`config.mk`:
```
export PLATFORM = sky130hd
export DESIGN_NAME = ucb_usart_ctrl
export DESIGN_NICKNAME = d
export VERILOG_FILES = /design/src/design/ucb_pkg.sv /design/src/design/ucb_usart_ctrl.sv /design/src/design/ucb_sync2.sv /design/src/design/ucb_baud_gen.sv
export SDC_FILE = /design/constraint.sdc
export NUM_CORES = 1
export LEC_CHECK = 0
export ABC_AREA = 1
export BUFFER_PORTS_ARGS = -buffer_cell sky130_fd_sc_hd__buf_2
export CAP_MARGIN = 5
export CORE_ASPECT_RATIO = 1.75
export CORE_MARGIN = 2
export CORE_UTILIZATION = 30
export CTS_CLUSTER_SIZE = 10
export DETAILED_ROUTE_END_ITERATION = 7
export SLEW_MARGIN = 40
export SYNTH_ARGS = -nofsm -noshare
export SYNTH_HDL_FRONTEND = slang
export SYNTH_SLANG_ARGS = --single-unit
export TNS_END_PERCENT = 1
```
`constraint.sdc`:
```
create_clock -name clk -period 4.5 [get_ports clk]
set_input_delay 0.675 -clock clk [delete_from_list [all_inputs] [get_ports clk]]
set_output_delay 0.675 -clock clk [all_outputs]
set_load 0.01 [all_outputs]
```
`src/design/ucb_pkg.sv`:
```
// Shared constants and types of the serial port control block
package ucb_pkg;

  // Register word indices; the byte address is four times the index
  localparam logic [9:0] RCV_CTRL_IDX = 10'h018;
  localparam logic [9:0] TX_DATA_IDX = 10'h019;
  localparam logic [9:0] RX_DATA_IDX = 10'h01A;
  localparam logic [9:0] TX_CTRL_IDX = 10'h098;
  localparam logic [9:0] BAUD_DIV_IDX = 10'h099;

  // Transmit status and control fields
  localparam int unsigned CLOCK_SOURCE_BIT = 7;
  localparam int unsigned TX_NINTH_SEL_BIT = 6;
  localparam int unsigned TRANSMIT_ENABLE_BIT = 5;
  localparam int unsigned SYNC_MODE_BIT = 4;
  localparam int unsigned HIGH_RATE_BIT = 2;
  localparam int unsigned SHIFT_EMPTY_BIT = 1;
  localparam int unsigned TX_NINTH_DATA_BIT = 0;

  // Receive status and control fields
  localparam int unsigned SERIAL_ENABLE_BIT = 7;
  localparam int unsigned RX_NINTH_SEL_BIT = 6;
  localparam int unsigned SINGLE_RX_BIT = 5;
  localparam int unsigned CONT_RX_BIT = 4;
  localparam int unsigned FRAMING_ERR_BIT = 2;
  localparam int unsigned OVERRUN_BIT = 1;
  localparam int unsigned RX_NINTH_DATA_BIT = 0;

  // Reset values and writable-bit masks
  localparam logic [7:0] TX_CTRL_RST = 8'h02;
  localparam logic [7:0] RCV_CTRL_RST = 8'h00;
  localparam logic [7:0] BAUD_DIV_RST = 8'h00;
  localparam logic [7:0] TX_CTRL_WMASK = 8'hF5;
  localparam logic [7:0] RCV_CTRL_WMASK = 8'hF0;

  // Oscillator divide ratios per bit, X+1 factored out
  localparam int unsigned PRESCALE = 4;
  localparam int unsigned ASYNC_LOW_DIV = 64;
  localparam int unsigned ASYNC_HIGH_DIV = 16;
  localparam int unsigned SYNC_DIV = 4;
  localparam logic [1:0] PRESCALE_LAST = 2'(PRESCALE - 1);
  localparam logic [1:0] PRESCALE_MID = 2'(PRESCALE / 4);
  localparam logic [3:0] POST_LOW_LAST = 4'(ASYNC_LOW_DIV / PRESCALE - 1);
  localparam logic [3:0] POST_HIGH_LAST = 4'(ASYNC_HIGH_DIV / PRESCALE - 1);
  localparam logic [3:0] POST_SYNC_LAST = 4'(SYNC_DIV / PRESCALE - 1);

  typedef enum logic [1:0] {
    RX_IDLE = 2'b00,
    RX_START = 2'b01,
    RX_DATA = 2'b10,
    RX_STOP = 2'b11
  } ucb_rx_state_t;

endpackage : ucb_pkg

```
`src/design/ucb_usart_ctrl.sv`:
```
// Serial port control, status, shifters and baud generation on Wishbone
//
// Overview of operation
// - Async full-duplex, sync master or slave modes
// - Sync clock source: one master, zero slave
// - Transmit control bit six selects nine-bit send
// - Transmit enable; sync receive overrides it
// - Mode bit selects synchronous or asynchronous
// - Bit three of control registers reads zero
// - High rate divide applies only when asynchronous
// - Shift empty flag, reset to one
// - Ninth transmit data bit held in control
// - Port enable hands pins to serial port
// - Receive control bit six selects nine-bit receive
// - Single receive in sync master, self clearing
// - Continuous receive, overrides single receive
// - Framing error updated with next received byte
// - Overrun clears only by clearing continuous receive
// - Ninth received data bit held in status
// - Baud timer is eight-bit free-running divisor
// - Bit rate divides by 64, 16 or 4 times X+1
// - Divisor write clears baud timer immediately
`timescale 1ns/100ps
module ucb_usart_ctrl (
  input wire logic clk,
  input wire logic rst,
  input wire logic wb_cyc,
  input wire logic wb_stb,
  input wire logic wb_we,
  input wire logic [11:0] wb_adr,
  input wire logic [3:0] wb_sel,
  input wire logic [31:0] wb_dat_w,
  output logic [31:0] wb_dat_r,
  output logic wb_ack,
  input wire logic tx_clock_pin_level,
  output logic tx_clock_pin_drive,
  output logic tx_clock_pin_oe,
  input wire logic rx_data_pin_level,
  output logic rx_data_pin_drive,
  output logic rx_data_pin_oe
);

  function automatic logic idx_hit(input logic [9:0] idx, input logic [9:0] target);
    idx_hit = idx == target;
  endfunction : idx_hit

  ////////////////////////////////////////////////////////////////////////////
  // Bus decode
  logic [7:0] tx_ctrl_q, rcv_ctrl_q, baud_q, tx_buf_q, rx_buf_q;
  logic framing_error_q, overrun_error_q, rx_ninth_data_q, rx_full_q, tx_full_q;
  logic [10:0] tx_sh_q;
  logic [3:0] tx_cnt_q;
  logic tx_line_q, sclk_q;

  wire [9:0] idx = wb_adr[11:2];
  wire req = wb_cyc && wb_stb && !wb_ack;
  wire wr = req && wb_we && wb_sel[0];
  wire wr_tx_ctrl = wr && idx_hit(idx, ucb_pkg::TX_CTRL_IDX);
  wire wr_rcv_ctrl = wr && idx_hit(idx, ucb_pkg::RCV_CTRL_IDX);
  wire wr_baud = wr && idx_hit(idx, ucb_pkg::BAUD_DIV_IDX);
  wire wr_tx_data = wr && idx_hit(idx, ucb_pkg::TX_DATA_IDX);
  wire rd_rx_data = req && !wb_we && idx_hit(idx, ucb_pkg::RX_DATA_IDX);

  // Mode decode
  wire serial_port_enable = rcv_ctrl_q[ucb_pkg::SERIAL_ENABLE_BIT];
  wire continuous_receive_enable = rcv_ctrl_q[ucb_pkg::CONT_RX_BIT];
  wire single_receive_enable = rcv_ctrl_q[ucb_pkg::SINGLE_RX_BIT];
  wire rx9 = rcv_ctrl_q[ucb_pkg::RX_NINTH_SEL_BIT];
  wire sync_mode = tx_ctrl_q[ucb_pkg::SYNC_MODE_BIT];
  wire master = sync_mode && tx_ctrl_q[ucb_pkg::CLOCK_SOURCE_BIT];
  wire high_rate = tx_ctrl_q[ucb_pkg::HIGH_RATE_BIT];
  wire tx9 = tx_ctrl_q[ucb_pkg::TX_NINTH_SEL_BIT];
  wire transmit_enable = tx_ctrl_q[ucb_pkg::TRANSMIT_ENABLE_BIT];
  // Continuous wins; single only counts as master
  wire rx_en_sync = serial_port_enable && sync_mode && (continuous_receive_enable || (single_receive_enable && master));
  wire tx_run = serial_port_enable && transmit_enable && !rx_en_sync;
  wire tx_empty = tx_cnt_q == 4'h0;
  wire rx_on_async = serial_port_enable && !sync_mode && continuous_receive_enable && !overrun_error_q;

  wire [7:0] tx_ctrl_rd = {tx_ctrl_q[7:4], 1'b0, tx_ctrl_q[2], tx_empty, tx_ctrl_q[0]};
  wire [7:0] rcv_ctrl_rd = {rcv_ctrl_q[7:4], 1'b0, framing_error_q, overrun_error_q, rx_ninth_data_q};
  wire [7:0] rd_byte = idx_hit(idx, ucb_pkg::TX_CTRL_IDX) ? tx_ctrl_rd :
                       idx_hit(idx, ucb_pkg::RCV_CTRL_IDX) ? rcv_ctrl_rd :
                       idx_hit(idx, ucb_pkg::BAUD_DIV_IDX) ? baud_q :
                       idx_hit(idx, ucb_pkg::TX_DATA_IDX) ? tx_buf_q :
                       idx_hit(idx, ucb_pkg::RX_DATA_IDX) ? rx_buf_q : 8'h00;

  always_ff @(posedge clk or posedge rst) begin
    if (rst) begin
      wb_ack <= 1'b0;
      wb_dat_r <= 32'h0000_0000;
    end else begin
      wb_ack <= req;
      wb_dat_r <= (req && !wb_we) ? {24'h00_0000, rd_byte} : 32'h0000_0000;
    end
  end

  ////////////////////////////////////////////////////////////////////////////
  // Baud generator and pin synchronisers
  logic over_tick, bit_tick, mid_tick;
  logic [1:0] pins_s;
  logic sclk_prev_q;

  ucb_baud_gen u_baud (
    .clk(clk),
    .rst(rst),
    .divisor(baud_q),
    .restart(wr_baud),
    .sync_mode(sync_mode),
    .high_rate(high_rate),
    .over_tick(over_tick),
    .bit_tick(bit_tick),
    .mid_tick(mid_tick)
  );

  ucb_sync2 #(.WIDTH(2)) u_pins (
    .clk(clk),
    .rst(rst),
    .async_level({rx_data_pin_level, tx_clock_pin_level}),
    .sync_level(pins_s)
  );

  wire clk_s = pins_s[0];
  wire data_s = pins_s[1];
  // Slave shifts on falling, samples on rising external clock
  wire shift_ev = master ? bit_tick : (sclk_prev_q && !clk_s);
  wire sample_ev = master ? mid_tick : (!sclk_prev_q && clk_s);
  wire tx_ev = sync_mode ? shift_ev : bit_tick;

  ////////////////////////////////////////////////////////////////////////////
  // Control registers
  logic rx_done;
  always_ff @(posedge clk or posedge rst) begin
    if (rst) begin
      tx_ctrl_q <= ucb_pkg::TX_CTRL_RST & ucb_pkg::TX_CTRL_WMASK;
      rcv_ctrl_q <= ucb_pkg::RCV_CTRL_RST;
      baud_q <= ucb_pkg::BAUD_DIV_RST;
      sclk_prev_q <= 1'b1;
    end else begin
      sclk_prev_q <= clk_s;
      if (wr_tx_ctrl) begin
        tx_ctrl_q <= wb_dat_w[7:0] & ucb_pkg::TX_CTRL_WMASK;
      end
      if (wr_baud) begin
        baud_q <= wb_dat_w[7:0];
      end
      if (wr_rcv_ctrl) begin
        rcv_ctrl_q <= wb_dat_w[7:0] & ucb_pkg::RCV_CTRL_WMASK;
      end else if (rx_done && master && !continuous_receive_enable) begin
        rcv_ctrl_q[ucb_pkg::SINGLE_RX_BIT] <= 1'b0;
      end
    end
  end

  ////////////////////////////////////////////////////////////////////////////
  // Transmit buffer and shifter
  wire load_sh = tx_full_q && tx_empty && tx_run;
  wire [8:0] tx_word = {tx_ctrl_q[ucb_pkg::TX_NINTH_DATA_BIT], tx_buf_q};
  wire [10:0] sh_async = tx9 ? {1'b1, tx_word, 1'b0} : {2'b11, tx_buf_q, 1'b0};
  wire [10:0] sh_sync = tx9 ? {2'b11, tx_word} : {3'b111, tx_buf_q};
  wire [3:0] cnt_async = tx9 ? 4'hC : 4'hB;
  wire [3:0] cnt_sync = tx9 ? 4'hA : 4'h9;

  always_ff @(posedge clk or posedge rst) begin
    if (rst) begin
      tx_buf_q <= 8'h00;
      tx_full_q <= 1'b0;
      tx_sh_q <= 11'h7FF;
      tx_cnt_q <= 4'h0;
      tx_line_q <= 1'b1;
    end else begin
      if (wr_tx_data) begin
        tx_buf_q <= wb_dat_w[7:0];
      end
      tx_full_q <= wr_tx_data || (tx_full_q && !load_sh);
      if (!serial_port_enable || !transmit_enable) begin
        tx_cnt_q <= 4'h0;
        tx_line_q <= 1'b1;
      end else if (load_sh) begin
        tx_sh_q <= sync_mode ? sh_sync : sh_async;
        tx_cnt_q <= sync_mode ? cnt_sync : cnt_async;
      end else if (tx_ev && !tx_empty && tx_run) begin
        tx_line_q <= tx_sh_q[0];
        tx_sh_q <= {1'b1, tx_sh_q[10:1]};
        tx_cnt_q <= tx_cnt_q - 4'h1;
      end
    end
  end

  ////////////////////////////////////////////////////////////////////////////
  // Receiver
  ucb_pkg::ucb_rx_state_t rx_state_q;
  logic [3:0] os_cnt_q, bit_cnt_q;
  logic [8:0] rx_sh_q;
  logic rx_done_q, rx_framing_error_q;
  logic data_prev_q;

  wire [3:0] os_last = high_rate ? ucb_pkg::POST_HIGH_LAST : ucb_pkg::POST_LOW_LAST;
  wire [3:0] os_half = {1'b0, os_last[3:1]};
  wire [3:0] bit_last = rx9 ? 4'h8 : 4'h7;
  wire os_end = over_tick && (os_cnt_q == os_last);
  assign rx_done = rx_done_q;

  always_ff @(posedge clk or posedge rst) begin
    if (rst) begin
      rx_state_q <= ucb_pkg::RX_IDLE;
      os_cnt_q <= 4'h0;
      bit_cnt_q <= 4'h0;
      rx_sh_q <= 9'h000;
      rx_done_q <= 1'b0;
      rx_framing_error_q <= 1'b0;
      data_prev_q <= 1'b1;
    end else begin
      rx_done_q <= 1'b0;
      data_prev_q <= data_s;
      if (over_tick) begin
        os_cnt_q <= os_end ? 4'h0 : os_cnt_q + 4'h1;
      end
      case (rx_state_q)
        ucb_pkg::RX_IDLE: begin
          bit_cnt_q <= 4'h0;
          // Falling edge only, so a low stop bit is no new start
          if (rx_on_async && data_prev_q && !data_s) begin
            rx_state_q <= ucb_pkg::RX_START;
            os_cnt_q <= 4'h0;
          end else if (rx_en_sync && !overrun_error_q) begin
            rx_state_q <= ucb_pkg::RX_DATA;
          end
        end
        ucb_pkg::RX_START: begin
          if (over_tick && os_cnt_q == os_half) begin
            rx_state_q <= data_s ? ucb_pkg::RX_IDLE : ucb_pkg::RX_DATA;
            os_cnt_q <= 4'h0;
          end
        end
        ucb_pkg::RX_DATA: begin
          if (sync_mode ? sample_ev : os_end) begin
            rx_sh_q <= {data_s, rx_sh_q[8:1]};
            bit_cnt_q <= bit_cnt_q + 4'h1;
            if (bit_cnt_q == bit_last) begin
              rx_state_q <= sync_mode ? ucb_pkg::RX_IDLE : ucb_pkg::RX_STOP;
              rx_done_q <= sync_mode;
              rx_framing_error_q <= 1'b0;
            end
          end
        end
        ucb_pkg::RX_STOP: begin
          if (os_end) begin
            rx_state_q <= ucb_pkg::RX_IDLE;
            rx_done_q <= 1'b1;
            rx_framing_error_q <= !data_s;
          end
        end
        default: rx_state_q <= ucb_pkg::RX_IDLE;
      endcase
      if (!serial_port_enable || (!rx_on_async && !rx_en_sync && rx_state_q != ucb_pkg::RX_STOP)) begin
        rx_state_q <= ucb_pkg::RX_IDLE;
      end
    end
  end

  // Receive buffer and error flags
  wire [7:0] rx_byte = rx9 ? rx_sh_q[7:0] : rx_sh_q[8:1];
  wire rx_accept = rx_done && (!rx_full_q || rd_rx_data);

  always_ff @(posedge clk or posedge rst) begin
    if (rst) begin
      rx_buf_q <= 8'h00;
      rx_full_q <= 1'b0;
      framing_error_q <= 1'b0;
      overrun_error_q <= 1'b0;
      rx_ninth_data_q <= 1'b0;
    end else begin
      rx_full_q <= rx_accept || (rx_full_q && !rd_rx_data);
      if (rx_accept) begin
        rx_buf_q <= rx_byte;
        framing_error_q <= rx_framing_error_q;
        rx_ninth_data_q <= rx9 && rx_sh_q[8];
      end
      if (rx_done && !rx_accept) begin
        overrun_error_q <= 1'b1;
      end else if (!continuous_receive_enable) begin
        overrun_error_q <= 1'b0;
      end
    end
  end

  ////////////////////////////////////////////////////////////////////////////
  // Pins
  always_ff @(posedge clk or posedge rst) begin
    if (rst) begin
      sclk_q <= 1'b1;
      tx_clock_pin_drive <= 1'b1;
      tx_clock_pin_oe <= 1'b0;
      rx_data_pin_drive <= 1'b1;
      rx_data_pin_oe <= 1'b0;
    end else begin
      if (!master || (tx_empty && !rx_en_sync)) begin
        sclk_q <= 1'b1;
      end else if (bit_tick) begin
        sclk_q <= 1'b0;
      end else if (mid_tick) begin
        sclk_q <= 1'b1;
      end
      tx_clock_pin_drive <= sync_mode ? sclk_q : tx_line_q;
      tx_clock_pin_oe <= serial_port_enable && (sync_mode ? master : transmit_enable);
      rx_data_pin_drive <= tx_line_q;
      rx_data_pin_oe <= serial_port_enable && sync_mode && tx_run && !tx_empty;
    end
  end
endmodule : ucb_usart_ctrl

```
`src/design/ucb_sync2.sv`:
```
// Two-flop synchroniser for pin levels
`timescale 1ns/100ps
module ucb_sync2 #(
  parameter int WIDTH = 2
) (
  input wire logic clk,
  input wire logic rst,
  input wire logic [WIDTH-1:0] async_level,
  output logic [WIDTH-1:0] sync_level
);

  logic [WIDTH-1:0] meta_q;

  genvar g;
  generate
    for (g = 0; g < WIDTH; g++) begin : g_bit
      always_ff @(posedge clk or posedge rst) begin
        if (rst) begin
          meta_q[g] <= 1'b1;
          sync_level[g] <= 1'b1;
        end else begin
          meta_q[g] <= async_level[g];
          sync_level[g] <= meta_q[g];
        end
      end
    end
  endgenerate

endmodule : ucb_sync2

```
`src/design/ucb_baud_gen.sv`:
```
// Free-running 8-bit baud timer with prescaler and mode post-divider
`timescale 1ns/100ps
module ucb_baud_gen (
  input wire logic clk,
  input wire logic rst,
  input wire logic [7:0] divisor,
  input wire logic restart,
  input wire logic sync_mode,
  input wire logic high_rate,
  output logic over_tick,
  output logic bit_tick,
  output logic mid_tick
);

  logic [1:0] presc_q;
  logic [7:0] timer_q;
  logic [3:0] post_q;

  wire step = presc_q == ucb_pkg::PRESCALE_LAST;
  wire [3:0] post_last = sync_mode ? ucb_pkg::POST_SYNC_LAST :
                         high_rate ? ucb_pkg::POST_HIGH_LAST : ucb_pkg::POST_LOW_LAST;
  assign over_tick = step && (timer_q == divisor);
  assign bit_tick = over_tick && (post_q == post_last);
  assign mid_tick = sync_mode && (presc_q == ucb_pkg::PRESCALE_MID) &&
                    (timer_q == {1'b0, divisor[7:1]});

  always_ff @(posedge clk or posedge rst) begin
    if (rst) begin
      presc_q <= 2'h0;
      timer_q <= 8'h00;
      post_q <= 4'h0;
    end else if (restart) begin
      presc_q <= 2'h0;
      timer_q <= 8'h00;
      post_q <= 4'h0;
    end else begin
      presc_q <= presc_q + 2'h1;
      if (step) begin
        timer_q <= over_tick ? 8'h00 : timer_q + 8'h01;
      end
      if (over_tick) begin
        // Mode change may leave post_q above the new last value
        post_q <= (post_q >= post_last) ? 4'h0 : post_q + 4'h1;
      end
    end
  end

  ////////////////////////////////////////////////////////////////////////////
  // Checks
  logic [14:0] gap_q;
  logic gap_ok_q;
  logic [3:0] last_q;
  logic [14:0] gap_want;
  always_comb begin
    gap_want = 15'({7'h00, divisor} + 15'h0001) * 15'({11'h000, post_last} + 15'h0001);
    gap_want = 15'(gap_want * 15'(ucb_pkg::PRESCALE));
  end

  always_ff @(posedge clk or posedge rst) begin
    if (rst) begin
      gap_q <= 15'h0001;
      gap_ok_q <= 1'b0;
      last_q <= 4'h0;
    end else if (restart) begin
      gap_q <= 15'h0001;
      gap_ok_q <= 1'b0;
      last_q <= post_last;
    end else begin
      gap_q <= bit_tick ? 15'h0001 : gap_q + 15'h0001;
      // A mode change spoils the period in flight
      gap_ok_q <= (post_last != last_q) ? 1'b0 : (bit_tick ? 1'b1 : gap_ok_q);
      last_q <= post_last;
    end
  end
endmodule : ucb_baud_gen

```
==> results by group <==
Run status
  – Status: finished clean

CTS
  – Hold_buf cts: 0
  – H-tree depth: 3
  – CTS Sinks: 109
  – Number of buffers added for setup after CTS: 0
  – CTS max path bufs: 2
  – Clk_lat worst skew: 0.36 ns
  – Register clock-pin slew on the reported worst setup and hold paths: 0.08 ns
  – Post-CTS resize count: 0
  – CTS Buf Count: 9
  – Root buf cell: clkbuf_16
  – TritonCTS clock tree: built

Timing
  – Hold Violations, Final: 0
  – Total negative setup slack: 0 ns
  – RSZ-0062 raised after global routing: no
  – Max Fclk: 423 MHz
  – Fin crit share: 52.5%
  – Fin crit period: 2.36 ns
  – Clk_skew: 0.0119 ns
  – Worst Max-Slew Pin Slew: 0.712 ns
  – Slew Limit Headroom: 52.5%
  – Setup violators final: 0
  – Count of pins over their slew limit: 0

Synth
  – Sequential share of the synthesized area: 45.1%
  – Yosys reg bits: 109
  – Netlist cell types: 43
  – Yosys warning count: 0
  – Cells after Synth: 778
  – Async SR Flop Fraction: 100%
  – Dominant synthesized flop cell: dfrtp_1
  – Mapped Avg Cell Area: 7.84 um2
  – Post-synth EDFFs: 0
  – Synthesized area: 6100 um2

Floorplan
  – I/O Pins: 92
  – Die Y: 193 um
  – Core area: 20,100 um2
  – Starting Density: 30.3%
  – Die area: 21,500 um2
  – Num rows: 69
  – Die width: 112 um

Pwr
  – Leak: 0.00319 uW
  – Worst vdd rail ir drop: 178 uV
  – PwrDens: 322 nW/um2

Place
  – Post-DP HPWL: 11,800 um
  – Port Buffer Count: 38
  – RD Place Congestion: 0.900

Drt
  – Iter 0 DRT Violations: 268
  – Final WL: 15,300 um
  – WL per Instance: 14.4 um
  – Via Count: 5,059
  – Remaining antenna violation count: 0
  – DRC viols: 0
  – TritonRoute pass-1 iters: 5
  – Vias per Instance: 4.75

Worst setup path
  – WS Path Type: flip-flop to flip-flop
  – CP Cell Sequence: ha_1 -> inv_1 -> a21oi_1 -> nand3_2 -> nor2_4 -> nand2_2 -> nor2_4 -> o21ai_4 -> nand2_4 -> o21ai_0 -> nand2_1
  – CP endpoint kind: flip-flop
  – CP delay by family, top: simple AND/OR/NAND/NOR gates
  – CP max FO: 17
  – CP dominant cell by count: nor2_4
  – Worst Setup Start Kind: flip-flop
  – Slowest Stage Delay on Critical Path: 0.42 ns
  – CP required: 4.74 ns
  – WP buf/inv: 1
  – WP data arrival: 2.60 ns
  – Slowest cell on crit path: o21ai_4

Flow run
  – Max_cap viols: 0

GRT
  – Global-route wire length before repair: 24,600 um
  – Antenna violations before repair: 0
  – Remaining Overflow, GRT: 0
  – Vias in the first global route: 4,888
  – Tot GR Track Use: 14.6%
  – Largest net degree at the start of global routing: 56

Finish
  – Layout cells sized above 1: 17.0%
  – Area growth syn-to-layout: 10.2%
  – Register area: 2750 um2
  – FILL cells: 2,137
  – Core Util, Final: 33.4%
  – Multi-input logic area: 2730 um2
  – N_diodes: 0
  – Nets: 878

Hold path
  – Worst min-delay path category: flip-flop to flip-flop
-- power by group --
group	internal (uW)	switching, uW	leakage, uW
Sequential	1030	51.8	0.00138
Clock	414	389	0.000144
Combinational	104	177	0.00167
-- cell type report --
| class | count | share of cell area, % |
|---|---|---|
| clock buffers | 11 | 3.76 |
| clock inverters | 5 | 0.614 |
| inverters | 108 | 6.06 |
| multi-input cells | 541 | 40.6 |
| flip-flops and latches | 109 | 40.9 |
| well taps | 248 | 4.61 |
| repair buffers | 42 | 3.46 |
-- kinds of logic (layout without fill, tap and decap cells) --
kind of cell	Yosys count	count (layout)	share of synthesized area [%]
fa+ha+maj	12	12	2.46
simple gates	354	354	26.7
other cells	1	24	0.0614
compound gates	143	143	12.9
flops	109	109	45.1
xor+xnor	8	8	1.15
buf+inv	151	166	11.6
-- path summary, 6_finish.rpt --
check,startpoint,endpoint,slack (ns),cells past startpoint
min in group asynchronous,rst,os_cnt_q[3],0.44,2
worst max register to register,u_baud.presc_q[0],tx_cnt_q[3],2.14,11
worst min-delay path,u_pins.meta_q[1],u_pins.sync_level[1],0.36,0
max in group asynchronous,rst,u_pins.sync_level[1],3.27,3
worst max-delay path,u_baud.presc_q[0],tx_cnt_q[3],2.14,11
worst min register to register,u_pins.meta_q[1],u_pins.sync_level[1],0.36,0
-- synthesized netlist by cell type, types with 4 or more instances --
library cell / count / area share (%)
nand2_1: 181 / 11
inv_1: 100 / 6.2
dfrtp_1: 89 / 36
o21ai_0: 76 / 6.2
nor2_1: 57 / 3.5
nand3_1: 50 / 4.1
a21oi_1: 33 / 2.7
buf_4: 27 / 3.3
nand2_2: 27 / 2.8
dfstp_2: 20 / 8.6
ha_1: 12 / 2.5
nor3_1: 12 / 0.98
o21ai_1: 11 / 0.90
clkbuf_1: 8 / 0.49
inv_2: 7 / 0.43
o211ai_1: 6 / 0.74
nand2_4: 5 / 0.92
o2111ai_1: 5 / 0.72
xor2_1: 5 / 0.72
nand4_1: 4 / 0.41
nor2_4: 4 / 0.74
-- cell usage in the layout, fill, tap and decap left out, drive strengths merged, types with 6 or more instances in the layout --
cell type / count
a21oi: 34
buf: 42
clkbuf: 11
conb: 24
dfrtp: 89
dfstp: 20
ha: 12
inv: 110
nand2: 213
nand3: 53
nand4: 7
nor2: 64
nor3: 13
o211ai: 6
o21ai: 89
-- metrics by stage --
stage | worst slack, ns | hold slack (ns) | power [uW] | instance area, um2 | instances
final | 2.14 | 0.358 | 2160 | 6730 | 1064
after floorplan | 0.984 | 0.345 | 1320 | 6190 | 801
after CTS | 2.14 | 0.359 | 2190 | 6730 | 1064
after global placement | 1.73 | 0.348 | 1380 | 6430 | 1048
after global routing | 1.96 | 0.365 | 2280 | 6730 | 1064
after detailed placement | 1.85 | 0.347 | 1380 | 6430 | 1048
-- metal layers --
metal	track usage, %	part of all wire [%]	vias up	routed length, um
met2	28.3	54	122	8280
met5	0	0	-	0
li1	-	-	2508	-
met3	1.76	3.1	43	467
met1	14.7	38	2386	5750
met4	8.97	5.1	0	775
-- state kept, by name, summed over array words and instances (netlist names), 2 cells and up --
register           flops
tx_sh_q               10
rx_sh_q                9
baud_q                 8
rx_buf_q               8
tx_buf_q               8
u_baud.timer_q         8
wb_dat_r               8
tx_ctrl_q              6
bit_cnt_q              4
os_cnt_q               4
rcv_ctrl_q             4
tx_cnt_q               4
u_baud.post_q          4
rx_state_q             2
u_baud.presc_q         2
u_pins.meta_q          2
u_pins.sync_level      2
No activity file was read; power rests on OpenSTA's default activity.
